[config.mk]
export PLATFORM = sky130hd
export DESIGN_NAME = fse_status_core
export DESIGN_NICKNAME = d
export VERILOG_FILES = /design/src/include/fse_pkg.sv /design/src/logic/fse_cmd_decode.sv /design/src/logic/fse_status_core.sv
export SDC_FILE = /design/constraint.sdc
export NUM_CORES = 1
export LEC_CHECK = 0
export BUFFER_PORTS_ARGS = -buffer_cell sky130_fd_sc_hd__buf_2
export CORE_UTILIZATION = 55
export CTS_BUF_LIST = sky130_fd_sc_hd__clkbuf_8
export DETAILED_ROUTE_END_ITERATION = 10
export GPL_ROUTABILITY_DRIVEN = 0
export PLACE_DENSITY = 0.87
export SKIP_LAST_GASP = 1
export SLEW_MARGIN = 30
export SYNTH_ARGS = -nofsm -noshare
export SYNTH_HDL_FRONTEND = slang
export SYNTH_HIERARCHICAL = 1
export SYNTH_SLANG_ARGS = --single-unit
[constraint.sdc]
create_clock -name clk -period 6.25 [get_ports clk]
set_clock_uncertainty 0.2 [all_clocks]
set_input_delay 0.3125 -clock clk [delete_from_list [all_inputs] [get_ports clk]]
set_output_delay 0.3125 -clock clk [all_outputs]
set_load 0.05 [all_outputs]
[src/include/fse_pkg.sv]
// shared constants and types for the flash status and error reporting block
package fse_pkg;

    // status byte layout
    localparam int unsigned FSE_STAT_W    = 8;
    localparam int unsigned FSE_BIT_READY = 7;
    localparam int unsigned FSE_BIT_EFAIL = 5;
    localparam int unsigned FSE_BIT_PFAIL = 4;

    // reset values of the flags
    localparam logic FSE_RST_READY = 1'b1;
    localparam logic FSE_RST_FAIL  = 1'b0;

    // command codes carried in the low byte of a command write
    localparam logic [7:0] FSE_CODE_BLK_ERASE  = 8'h20;
    localparam logic [7:0] FSE_CODE_ERASE_ALL  = 8'hA7;
    localparam logic [7:0] FSE_CODE_LOCK_PROG  = 8'h77;
    localparam logic [7:0] FSE_CODE_READ_LOCK  = 8'h71;
    localparam logic [7:0] FSE_CODE_CONFIRM    = 8'hD0;
    localparam logic [7:0] FSE_CODE_CANCEL     = 8'hFF;
    // arbitrary code values for the remaining commands
    localparam logic [7:0] FSE_CODE_PROGRAM    = 8'h4A;
    localparam logic [7:0] FSE_CODE_READ_STAT  = 8'h7A;
    localparam logic [7:0] FSE_CODE_CLEAR_STAT = 8'h5A;

    // operation kinds handed to the rewrite engine
    typedef enum logic [2:0] {
        FSE_OP_NONE,
        FSE_OP_PROGRAM,
        FSE_OP_BLK_ERASE,
        FSE_OP_ERASE_ALL,
        FSE_OP_LOCK_PROG,
        FSE_OP_READ_LOCK
    } fse_op_t;

    // sequencer state
    typedef enum logic {
        FSE_ST_IDLE,
        FSE_ST_BUSY
    } fse_state_t;

endpackage

[src/logic/fse_cmd_decode.sv]
// two-cycle command decoder feeding the status core
`timescale 1ns/1ns
module fse_cmd_decode (
    input  wire logic            clk,
    input  wire logic            rstn,
    input  wire logic            wr_en,
    input  wire logic [7:0]      wr_data,
    input  wire logic            accept,
    output fse_pkg::fse_op_t     pend_op,
    output logic                 go,
    output logic                 seq_err,
    output logic                 to_array,
    output logic                 to_status,
    output logic                 clr_status
);
    import fse_pkg::*;

    fse_op_t next_pend_op;

    // first cycle picks the command, second confirms, cancels or errs
    always_comb begin
        next_pend_op = pend_op;
        go           = 1'b0;
        seq_err      = 1'b0;
        to_array     = 1'b0;
        to_status    = 1'b0;
        clr_status   = 1'b0;
        if (wr_en && accept) begin
            if (pend_op == FSE_OP_NONE) begin
                case (wr_data)
                    FSE_CODE_PROGRAM:    next_pend_op = FSE_OP_PROGRAM;
                    FSE_CODE_BLK_ERASE:  next_pend_op = FSE_OP_BLK_ERASE;
                    FSE_CODE_ERASE_ALL:  next_pend_op = FSE_OP_ERASE_ALL;
                    FSE_CODE_LOCK_PROG:  next_pend_op = FSE_OP_LOCK_PROG;
                    FSE_CODE_READ_LOCK:  next_pend_op = FSE_OP_READ_LOCK;
                    FSE_CODE_READ_STAT:  to_status    = 1'b1;
                    FSE_CODE_CLEAR_STAT: clr_status   = 1'b1;
                    FSE_CODE_CANCEL:     to_array     = 1'b1;
                    default:             next_pend_op = FSE_OP_NONE;
                endcase
            end else begin
                next_pend_op = FSE_OP_NONE;
                if (pend_op == FSE_OP_PROGRAM) begin
                    go = 1'b1;                 // second cycle carries program data
                end else if (wr_data == FSE_CODE_CONFIRM) begin
                    go = 1'b1;
                end else if (wr_data == FSE_CODE_CANCEL) begin
                    to_array = 1'b1;           // first cycle dropped
                end else if (pend_op == FSE_OP_READ_LOCK) begin
                    to_array = 1'b1;
                end else begin
                    seq_err = 1'b1;            // bad second code
                end
            end
        end
    end

    // pending command register
    always_ff @(posedge clk or negedge rstn) begin
        if (!rstn) begin
            pend_op <= FSE_OP_NONE;
        end else begin
            pend_op <= next_pend_op;
        end
    end

endmodule // fse_cmd_decode

[src/logic/fse_status_core.sv]
// flash rewrite sequencer status flags, error classification and status byte
//
// Contract
// - status read gives ready D7, erase D5, program D4
// - ready flag: 0 busy, 1 ready, resets 1
// - fail flags: 0 normal, 1 error, reset 0
// - clear-status command zeroes both fail flags
// - any fail flag set rejects rewrite commands
// - failed operation sets its matching fail flag
// - bad second code sets both fail flags (after read lock the code goes back to array read, no flags)
// - locked block erase or erase failure: erase error
// - locked program, program or lock fail: program error
// - cancel code drops command, back to array (after the program code it is taken as program data and starts the program)
// - lock check disabled gives no lock errors
// - ready low while any long command executes
// - lock disable unlocks all, stored bits kept
`timescale 1ns/1ns
module fse_status_core (
    input  wire logic            clk,
    input  wire logic            rstn,
    input  wire logic            wr_en,
    input  wire logic [7:0]      wr_data,
    input  wire logic            rd_en,
    input  wire logic [7:0]      array_rdata,
    output logic      [7:0]      rd_data,
    input  wire logic            lock_check_disable,
    input  wire logic            target_locked,
    output logic                 op_start,
    output fse_pkg::fse_op_t     op_kind,
    input  wire logic            op_done,
    input  wire logic            op_fail,
    output logic                 ctl_seq_ready,
    output logic                 ctl_erase_fail,
    output logic                 ctl_program_fail,
    output logic                 status_mode
);
    import fse_pkg::*;

    fse_state_t state;
    fse_state_t next_state;
    fse_op_t    busy_op;
    fse_op_t    next_busy_op;
    fse_op_t    dec_op;
    logic       efail;
    logic       pfail;
    logic       next_efail;
    logic       next_pfail;
    logic       next_status_mode;
    logic [7:0] next_rd_data;
    logic [7:0] status_byte;
    logic       dec_go;
    logic       dec_seq_err;
    logic       dec_to_array;
    logic       dec_to_status;
    logic       dec_clr;
    logic       blocked;
    logic       lock_hit;
    logic       rewrite_op;
    logic       set_e;
    logic       set_p;

    // command writes are ignored while an operation runs
    fse_cmd_decode u_dec (
        .clk        (clk),
        .rstn       (rstn),
        .wr_en      (wr_en),
        .wr_data    (wr_data),
        .accept     (state == FSE_ST_IDLE),
        .pend_op    (dec_op),
        .go         (dec_go),
        .seq_err    (dec_seq_err),
        .to_array   (dec_to_array),
        .to_status  (dec_to_status),
        .clr_status (dec_clr)
    );

    // flag views and rejection terms
    assign ctl_seq_ready    = (state == FSE_ST_IDLE);
    assign ctl_erase_fail   = efail;
    assign ctl_program_fail = pfail;
    assign op_kind          = dec_op;
    assign blocked          = efail | pfail;
    assign lock_hit         = target_locked & ~lock_check_disable;
    assign rewrite_op       = (dec_op == FSE_OP_PROGRAM) || (dec_op == FSE_OP_BLK_ERASE) ||
                              (dec_op == FSE_OP_ERASE_ALL) || (dec_op == FSE_OP_LOCK_PROG);

    // status byte with reserved bits held at zero
    always_comb begin
        status_byte                = '0;
        status_byte[FSE_BIT_READY] = ctl_seq_ready;
        status_byte[FSE_BIT_EFAIL] = efail;
        status_byte[FSE_BIT_PFAIL] = pfail;
    end

    // sequencer, error classification and read mode
    always_comb begin
        next_state       = state;
        next_busy_op     = busy_op;
        next_status_mode = status_mode;
        op_start         = 1'b0;
        set_e            = 1'b0;
        set_p            = 1'b0;
        case (state)
            FSE_ST_IDLE: begin
                if (dec_go) begin
                    if (rewrite_op) begin
                        next_status_mode = 1'b1;
                    end
                    if (rewrite_op && blocked) begin
                        op_start = 1'b0;
                    end else if (dec_op == FSE_OP_PROGRAM && lock_hit) begin
                        set_p = 1'b1;
                    end else if (dec_op == FSE_OP_BLK_ERASE && lock_hit) begin
                        set_e = 1'b1;
                    end else begin
                        op_start     = 1'b1;
                        next_state   = FSE_ST_BUSY;
                        next_busy_op = dec_op;
                    end
                end
                if (dec_seq_err) begin
                    set_e = 1'b1;
                    set_p = 1'b1;
                end
            end
            FSE_ST_BUSY: begin
                if (op_done) begin
                    next_state   = FSE_ST_IDLE;
                    next_busy_op = FSE_OP_NONE;
                    if (op_fail) begin
                        case (busy_op)
                            FSE_OP_PROGRAM:   set_p = 1'b1;
                            FSE_OP_LOCK_PROG: set_p = 1'b1;
                            FSE_OP_BLK_ERASE: set_e = 1'b1;
                            FSE_OP_ERASE_ALL: set_e = 1'b1;
                            default:          set_e = 1'b0;
                        endcase
                    end
                end
            end
            default: next_state = FSE_ST_IDLE;
        endcase
        if (dec_to_status) begin
            next_status_mode = 1'b1;
        end
        if (dec_to_array) begin
            next_status_mode = 1'b0;
        end
        // a set in the clearing cycle wins
        next_efail = set_e | (efail & ~dec_clr);
        next_pfail = set_p | (pfail & ~dec_clr);
        next_rd_data = rd_data;
        if (rd_en) begin
            next_rd_data = status_mode ? status_byte : array_rdata;
        end
    end

    // state registers
    always_ff @(posedge clk or negedge rstn) begin
        if (!rstn) begin
            state       <= FSE_ST_IDLE;
            busy_op     <= FSE_OP_NONE;
            efail       <= FSE_RST_FAIL;
            pfail       <= FSE_RST_FAIL;
            status_mode <= 1'b0;
            rd_data     <= '0;
        end else begin
            state       <= next_state;
            busy_op     <= next_busy_op;
            efail       <= next_efail;
            pfail       <= next_pfail;
            status_mode <= next_status_mode;
            rd_data     <= next_rd_data;
        end
    end
endmodule // fse_status_core

==> results of run 1 <==
-- through the flow --
stage / hold WS [ns] / utilization, % / total power [uW] / cell area [sq um] / instances
2_1_floorplan: -0.183 / - / 200 / 1130 / 127
3_3_place_gp: 0.0566 / 69.4 / 226 / 1350 / 190
3_5_place_dp: 0.0592 / 69.4 / 228 / 1350 / 190
4_1_cts: 0.0996 / 72.7 / 321 / 1410 / 195
5_1_grt: 0.103 / 72.7 / 337 / 1410 / 195
6_report: 0.107 / 72.7 / 319 / 1410 / 195
-- kinds of logic (layout without fill, tap and decap cells) --
logic type	after synthesis	in the layout	share of synthesized area, %
AO/OA/AOI/OAI	28	28	16.5
buffers and inverters	13	54	4.32
XOR/XNOR	1	1	0.775
AND/OR/NAND/NOR	63	63	35.0
flip-flops	18	18	39.9
multiplexers	4	4	3.54
-- power groups by stage --
stage,Sequential [uW],Clock (uW),Combinational (uW)
floorplan,169,0,31.2
global placement,139,0,86.1
detailed placement,140,0,88.6
CTS,137,93.7,90.1
global route,139,100,97.1
finish,138,92.1,89.4
-- state kept, by name, summed over array words and instances, names as in the netlist --
name,count
rd_data,8
busy_op,3
u_dec/pend_op,3
ctl_erase_fail,1
ctl_program_fail,1
state,1
status_mode,1
-- metal layers --
layer,vias to the layer above,routed length [um]
met5,-,0
met4,0,31
met3,4,149
met2,52,1380
met1,505,1140
li1,549,-
-- worst max-delay path, cell delays in order --
cell	delay, ns
buf_2	0.12
or4b_4	0.55
nor3_4	0.20
o21ai_1	0.10
a21oi_1	0.14
and2b_2	0.21
nand3b_4	0.10
inv_1	0.07
buf_2	0.25
-- area by class of cell --
| class | count | area share, % |
|---|---|---|
| multi-input combinational | 96 | 44.6 |
| clock buffer | 4 | 3.90 |
| timing repair buffer | 40 | 14.5 |
| tap | 27 | 2.39 |
| inverter | 10 | 2.66 |
| sequential | 18 | 31.9 |
-- final timing paths --
check | from | to | slack, ns
max | wr_data[0] | op_start | 3.66
min | op_done | state$_DFF_PN0_ | 0.11
max reg2reg | state$_DFF_PN0_ | ctl_program_fail$_DFF_PN0_ | 3.75
min reg2reg | rd_data[2]$_DFFE_PN0P_ | rd_data[2]$_DFFE_PN0P_ | 0.32
max in group asynchronous | rstn | rd_data[1]$_DFFE_PN0P_ | 5.25
min in group asynchronous | rstn | rd_data[2]$_DFFE_PN0P_ | 0.32
-- cells in the final DEF (no fill, tap or decap), types with 2 or more instances in the layout --
cell,n
nand4_1,2
or3_1,3
buf_2,39
clkbuf_8,4
a21oi_1,6
dfrtp_1,18
nor3b_1,3
nand2b_1,2
mux2i_1,4
nor2_1,7
a32o_1,4
nand3b_1,5
nand2_1,10
nor3_1,10
nor2b_1,4
nand3_1,2
o21ai_1,2
nor4_1,6
inv_1,10
o21ai_0,9
-- repair_timing --
action | CTS | global route
hold buffers | 1 | 0
setup endpoints to repair | 0 | 0
endpoints found under the hold margin | 18 | 0
==> results.txt, run 1 <==
Leakage -> 0.000651 uW
Sw Pwr -> 108 uW
Slew @ Worst Pin -> 0.552 ns
diode count -> 0
Place WS -> 3.68 ns
grt met3 use -> 3.46%
drt first-iter violations -> 27
nature of the critical path startpoint -> input port
Hold Crit Class -> input port to register
Final period util -> 41.4%
layout cells sized above 1 -> 31.0%
largest cells by area after synthesis -> dfrtp_1, nor3_1, o21ai_0
post-detail-place hpwl -> 2020 um
worst r2r path cells -> 7
FMAX -> 387 MHz
Sw Ratio -> 33.9%
H-tree Lvls -> 1
post-CTS sizing -> 0
critical path class -> input port to primary output
Worst slew margin -> 62.9%
fillers -> 153
Layout area overhead -> 25.0%
critical path capture point type -> primary output
top cell type's share of synthesized area -> 39.9%
clock latency on the worst-skew pair -> 0.25 ns
Setup TNS -> 0 ns
Synth async-reset ratio -> 100%
Avg WL per Cell -> 13.8 um
fin crit period -> 2.59 ns
top-count cell post-synth -> dfrtp_1
FF+latch count, synth -> 18
Clk pwr share -> 28.8%
Die Area -> 2240 sq um
Max VDD drop -> 0.128 mV
main flop type after synthesis -> dfrtp_1
antenna violations before repair -> 0
pwr/cell area -> 226 nW/um^2
DRC -> 0
CTS Sinks -> 18
global-route wire length before repair -> 3970 um
Int Power -> 211 uW
GR Layer Usage met2 -> 45.2%
drt pass-1 iters -> 4
register share of total power -> 43.1%
crit-path max FO -> 4
Die Y -> 47.3 um
antenna-violating nets left -> 0
Rows -> 16
Die Wd -> 47.3 um
io pins -> 40
Starting Density -> 58.2%
combinational power share -> 28.0%
Clk Tree Root Cell -> clkbuf_8
area of the multi-input gates -> 631 sq um
run status -> finished, final reports clean
Post-synth EDFFs -> 0
register area -> 450 sq um
Avg Cell Area, Syn -> 8.90 sq um
max-cap viol count -> 0
Core ar. -> 1940 sq um
sequential fraction of the synthesis area -> 39.9%
Worst Hold Depth -> 2
port bufs -> 39
post-layout net count -> 193
Max Transition Viols Final -> 0
Final Hold Viols -> 0
RSZ-0062 raised after global routing -> false
Post-CTS Setup Inserts -> 0
GRT busiest layer -> met2
setup violators final -> 0
vias in the first global route -> 940
area leader, netlist -> dfrtp_1
routed vias/inst -> 5.69
Worst Path Required -> 5.74 ns
CTS buffer count -> 3
routing usage on met1 -> 32.3%
synthesized instance count -> 127
Total Wirelength -> 2690 um
synth unique cells -> 36
largest net degree at the start of global routing -> 19
global route total overflow -> 0
final worst slack -> 3.66 ns
top post-synthesis cells by count -> dfrtp_1, inv_1, nand2_1, nor3_1, o21ai_0
Mapped Nets -> 151
Vias -> 1,110
Cell Area, Synth -> 1130 sq um
Worst Path Arrival -> 2.07 ns
gr usage total -> 25.5%
TritonCTS clock tree -> built
Synth Warn # -> 6
clock slew at reported path FFs -> 0.06 ns
CTS Buffer Depth -> 2
No activity file was read; power rests on OpenSTA's default activity.
==> run 2, diff against run 1 <==
Settings changed: CORE_UTILIZATION 55 to 51, PLACE_DENSITY 0.87 to 0.82.
Clock period 6.25 ns to 2.65 ns, I/O delays scaled along.
==> run 2 against run 1 <==
  * First-iteration DRC count is 33% lower
  * Routed wire length is 5.2% higher
  * Power is 130% higher
  * Sequential power is 140% higher
  * Flip-flop and latch count stayed put
  * Clock-buffer cell count is 1 lower
  * Cell count is 3.6% higher
  * Non-clock buffer count is 8 higher
  * Sequential share of layout area is 1.4 points lower
  * Critical endpoint is now ctl_erase_fail$_DFF_PN0_
  * Largest cell class unchanged
  * Largest power group unchanged
==> results.txt, run 2 (synthesis gave the netlist of run 1 again) <==
io pins -> 40 (unchanged)
Hold Crit Class -> input port to register
Largest regs -> rd_data (8), busy_op (3), u_dec/pend_op (3)
CP cell instances -> inv_1 > nand2_1 > or4_4 > nor4_1 > nor2b_1 > nor3_1 > o21ai_0
Final Hold Viols -> 0 (unchanged)
Setup TNS -> 0 ns (unchanged)
Layout area overhead -> 30.9%
Clk Tree Root Cell -> clkbuf_8
Die Y -> 49.1 um (+3.7%)
largest net degree at the start of global routing -> 19 (unchanged)
Slew @ Worst Pin -> 0.450 ns (-0.102 ns)
Largest Register -> rd_data
commonest non-fill, non-tap cell in the layout -> buf_2
antenna-violating nets left -> 0 (unchanged)
number of flip-flops in the largest register -> 8 (unchanged)
clock latency on the worst-skew pair -> 0.24 ns (about the same)
gr usage total -> 26.8% (+1.3 points)
fin crit period -> 2.42 ns
leading cell types in the layout, fill and taps excluded -> buf_2, dfrtp_1, inv_1, nor3_1, nand2_1
Worst Path Required -> 2.57 ns (-3.17 ns)
layout cells sized above 1 -> 29.1% (-1.8 points)
antenna violations before repair -> 0 (unchanged)
setup violators final -> 0 (unchanged)
slowest CP cell -> or4_4
Max VDD drop -> 0.350 mV (+170%)
Total Wirelength -> 2830 um (+5.2%)
CTS buffer count -> 3 (unchanged)
Die Wd -> 49.1 um (+3.7%)
Area after DPL -> 1350 sq um (unchanged)
drt pass-1 iters -> 4 (unchanged)
design area -> 1480 sq um (+4.7%)
CP max stage delay -> 0.47 ns (-0.08 ns)
global-route wire length before repair -> 4930 um (+24%)
H-tree Lvls -> 1 (unchanged)
clock slew at reported path FFs -> 0.06 ns (about the same)
diode count -> 0 (unchanged)
Starting Density -> 55.9% (-2.3 points)
run status -> finished, final reports clean
CTS Buffer Depth -> 2 (unchanged)
routed vias/inst -> 5.66 (-0.60%)
max-cap viol count -> 0 (unchanged)
drt first-iter violations -> 18 (-33%)
nature of the critical path startpoint -> register
Worst slew margin -> 69.7% (+6.9 points)
post-layout net count -> 201 (+4.1%)
critical path class -> register to register
CTS Sinks -> 18 (unchanged)
Worst Path Arrival -> 2.34 ns (+0.27 ns)
Core ar. -> 2020 sq um (+4.1%)
TritonCTS clock tree -> built
RSZ-0062 raised after global routing -> false
FMAX -> 413 MHz
post-detail-place hpwl -> 2090 um (+3.4%)
Die Area -> 2410 sq um (+7.5%)
Leakage -> 0.000677 uW (+4.0%)
Vias -> 1,143 (+3.0%)
Avg WL per Cell -> 14.0 um (+1.6%)
vias in the first global route -> 1,123 (+19%)
Max Transition Viols Final -> 0 (unchanged)
critical path capture point type -> register
Final period util -> 91.4%
Rows -> 16 (unchanged)
port bufs -> 39 (unchanged)
crit-path max FO -> 6 (+2)
global route total overflow -> 0 (unchanged)
DRC -> 0 (unchanged)
pwr/cell area -> 492 nW/um^2 (+120%)
-- run 2: cell count changes in the layout (fill, tap and decap cells not counted) --
| cell | previous run | this run |
|---|---|---|
| clkbuf_8 | 4 | 3 |
| dlygate4sd3_1 | 1 | 9 |
-- run 2: layer usage --
metal  GRT usage (%)  vias to the layer above  wire (um)
li1                -                      557          -
met1            32.1                      538       1270
met2            47.0                       44       1390
met3            3.74                        4        124
met4            12.3                        0         44
met5               0                        -          0
-- run 2: power breakdown --
group          switching (uW)  internal (uW)
registers                27.9            300
clock network            79.2            101
logic                     146           74.5
total                     253            475
-- run 2: stage by stage --
stage / utilization, % / setup slack (ns) / total power (uW) / std cells / hold WS [ns]
4_1_cts: 73.1 / 0.263 / 731 / 202 / 0.00286
3_3_place_gp: 66.6 / 0.325 / 534 / 190 / -0.125
6_report: 73.1 / 0.228 / 728 / 202 / 0.00475
3_5_place_dp: 66.6 / 0.323 / 540 / 190 / -0.117
5_1_grt: 73.1 / 0.109 / 761 / 202 / 0.0155
2_1_floorplan: - / 0.244 / 472 / 127 / -0.363
-- run 2: worst max-delay path, delay by kind of cell (launching register included) --
kind	cells	cell delay (ns)
buffers and inverters	1	0.17
and+or+nand+nor	5	1.37
AOI/OAI and AO/OA	1	0.11
DFF	1	0.44
-- run 2: timing repair --
action	4_1_cts	5_1_grt
hold buffers	9	0
buffers inserted	0	0
hold endpoints to repair	26	0
gates resized for setup	0	0
-- run 2: cell type report --
| cell class | count | area, sq um |
|---|---|---|
| tap | 27 | 33.8 |
| fill | 165 | 543 |
| timing repair buffer | 48 | 285 |
| clock buffer | 3 | 41.3 |
| sequential | 18 | 450 |
| multi-input combinational | 96 | 631 |
| inverter | 10 | 37.5 |
-- run 2: final timing paths --
| kind | start | endpoint | slack, ns | cells after the start |
|---|---|---|---|---|
| worst max-delay path | state$_DFF_PN0_ | ctl_erase_fail$_DFF_PN0_ | 0.23 | 7 |
| worst max register to register | state$_DFF_PN0_ | ctl_erase_fail$_DFF_PN0_ | 0.23 | 7 |
| min in group asynchronous | rstn | rd_data[2]$_DFFE_PN0P_ | 0.16 | 2 |
| worst min register to register | rd_data[2]$_DFFE_PN0P_ | rd_data[2]$_DFFE_PN0P_ | 0.32 | 2 |
| max in group asynchronous | rstn | rd_data[4]$_DFFE_PN0P_ | 1.81 | 2 |
| worst min-delay path | array_rdata[5] | rd_data[5]$_DFFE_PN0P_ | 0.005 | 3 |
==> run 3, diff against run 2 <==
Settings changed: CELL_PAD_IN_SITES_DETAIL_PLACEMENT set to 1, CELL_PAD_IN_SITES_GLOBAL_PLACEMENT set to 1, CORE_UTILIZATION 51 to 37, PLACE_DENSITY 0.82 to not set, PLACE_DENSITY_LB_ADDON set to 0.1.
==> run 3 against run 2 <==
  * The flow now finishes with violations (DRC)
  * Non-clock buffer count increased by 1
  * Sequential power about the same
  * Die area grew 36%
  * Flip-flop and latch count unchanged
  * Sequential share of layout area fell by 0.58 points
  * Cell count grew 3.0%
  * Combinational power is essentially flat
  * Worst setup slack got worse by 0.044 ns
  * Worst hold slack gained 0.046 ns
  * Critical path type unchanged
==> results.txt, run 3 (synthesis gave the netlist of run 1 again) <==
reg-to-reg startpoint -> state$_DFF_PN0_
Sw Pwr -> 261 uW (+3.3%)
post-detail-place hpwl -> 2380 um (+14%)
smallest hold slack -> 0.0510 ns (+0.0463 ns)
failing checks -> DRC
register area -> 450 sq um (unchanged)
crit-path max FO -> 6 (unchanged)
Starting Density -> 39.9% (-16 points)
critical path capture point type -> register
Worst Path Required -> 2.56 ns (about the same)
pwr/cell area -> 509 nW/um^2 (+3.5%)
RSZ-0062 raised after global routing -> false
Hold Startpoint -> target_locked
Avg WL per Cell -> 15.3 um (+9.0%)
gr usage total -> 21.5% (-5.3 points)
setup violators final -> 0 (unchanged)
critical path capture point -> ctl_program_fail$_DFF_PN0_
Slew @ Worst Pin -> 0.492 ns (+0.0422 ns)
fin crit period -> 2.47 ns (+0.0441 ns)
Sw Ratio -> 34.0% (-0.73 points)
Total Wirelength -> 3180 um (+12%)
number of flip-flops in the largest register -> 8 (unchanged)
reg-to-reg slack, setup -> 0.18 ns (-0.04 ns)
Critical R2R Capture -> ctl_program_fail$_DFF_PN0_
Worst Path Arrival -> 2.38 ns (+0.04 ns)
TritonCTS clock tree -> built
leading cell types in the layout, fill and taps excluded -> buf_2, dfrtp_1
register share of total power -> 42.6% (-2.4 points)
antenna violations before repair -> 0 (unchanged)
FMAX -> 405 MHz (-1.8%)
Leakage -> 0.000689 uW (+1.7%)
io pins -> 40 (unchanged)
post-layout net count -> 202 (+0.50%)
clock slew at reported path FFs -> 0.06 ns (about the same)
CTS buffer count -> 3 (unchanged)
Die Wd -> 57.3 um (+17%)
max-cap viol count -> 0 (unchanged)
Clk pwr share -> 28.4% (+3.7 points)
Core ar. -> 2830 sq um (+40%)
port bufs -> 39 (unchanged)
antenna-violating nets left -> 0 (unchanged)
worst r2r path cells -> 7 (unchanged)
Largest regs -> rd_data (8), busy_op (3), u_dec/pend_op (3)
Max Transition Viols Final -> 0 (unchanged)
Vias -> 1,141 (-0.17%)
Hold Crit Class -> input port to register
Die Y -> 57.3 um (+17%)
global-route wire length before repair -> 5460 um (+11%)
Final Hold Viols -> 0 (unchanged)
CTS Sinks -> 18 (unchanged)
largest net degree at the start of global routing -> 19 (unchanged)
Crit. Startpoint -> state$_DFF_PN0_
critical path class -> register to register
Area after DPL -> 1350 sq um (+0.37%)
vias in the first global route -> 1,219 (+8.5%)
Int Power -> 507 uW (+6.7%)
combinational power share -> 29.0% (-1.3 points)
clock latency on the worst-skew pair -> 0.25 ns (about the same)
CTS Buffer Depth -> 2 (unchanged)
Clk Tree Root Cell -> clkbuf_8
commonest non-fill, non-tap cell in the layout -> buf_2
Largest Register -> rd_data
global route total overflow -> 0 (unchanged)
Max VDD drop -> 0.216 mV (-38%)
design area -> 1510 sq um (+1.9%)
Final period util -> 93.1% (+1.7 points)
Layout area overhead -> 33.4%
drt first-iter violations -> 74 (+56)
Post-CTS Setup Inserts -> 0 (unchanged)
layout cells sized above 1 -> 29.4% (+0.24 points)
drt pass-1 iters -> 9 (+5)
H-tree Lvls -> 1 (unchanged)
Setup TNS -> 0 ns (unchanged)
Worst slew margin -> 66.9% (-2.8 points)
routed vias/inst -> 5.49 (-3.1%)
Die Area -> 3280 sq um (+36%)
diode count -> 0 (unchanged)
# hold bufs at CTS -> 10 (+1)
run status -> complete, but fails checks
Rows -> 19 (+3)
fillers -> 335 (+100%)
DRC -> 4 (+4)
nature of the critical path startpoint -> register
area of the multi-input gates -> 631 sq um (unchanged)
post-CTS sizing -> 0 (unchanged)
[run 3: cell types whose count changed in the layout (fill, tap and decap cells not counted), sizes merged]
cell,change
clkbuf,+1
dlygate4sd3,+1
[run 3: power groups by stage]
stage | combinational [uW] | clock [uW] | sequential (uW)
after global placement | 206 | 0 | 329
after detailed placement | 211 | 0 | 332
after global routing | 240 | 241 | 330
after floorplan | 73.5 | 0 | 398
after CTS | 223 | 226 | 327
final | 222 | 218 | 327
[run 3: how the worst min path moves through the flow]
stage / to / slack, ns / cells after the start
after floorplan: busy_op[0]$_DFFE_PN0P_ / -0.36 / 0
after global placement: rd_data[1]$_DFFE_PN0P_ / -0.12 / 1
after detailed placement: rd_data[1]$_DFFE_PN0P_ / -0.12 / 1
after CTS: busy_op[0]$_DFFE_PN0P_ / 0.05 / 4
after global routing: status_mode$_DFFE_PN0P_ / 0.06 / 3
final: busy_op[0]$_DFFE_PN0P_ / 0.05 / 4
[run 3: per-layer routing]
metal / global-route usage, % / vias to the layer above / routed length, um
met4: 7.67 / 0 / 35
met5: 0 / - / 0
met2: 37.6 / 37 / 1560
li1: - / 559 / -
met3: 2.95 / 4 / 149
met1: 27.2 / 541 / 1440
[run 3: through the flow]
step                std cells  worst slack [ns]  utilization (%)  total power, uW
floorplan                 127             0.244                -              472
global placement          194             0.224             47.8              536
detailed placement        194             0.232             47.8              543
CTS                       208             0.226             53.3              776
global route              208            0.0600             53.3              812
finish                    208             0.184             53.3              768
[run 3: critical path, stage by stage, from the launching register on]
cell and delay [ns]:
dfrtp_1 0.44, inv_1 0.19, nand2_1 0.17, or4_4 0.47, nor4_1 0.48, nor2b_1 0.10
nor3_1 0.15, o21ai_0 0.13
[run 3: final cells by class]
type / count / area share [%]
multi-input cells: 96 / 41.8
flip-flops and latches: 18 / 29.9
repair buffers: 49 / 19.6
clock buffers: 4 / 3.65
well taps: 31 / 2.57
inverters: 10 / 2.49
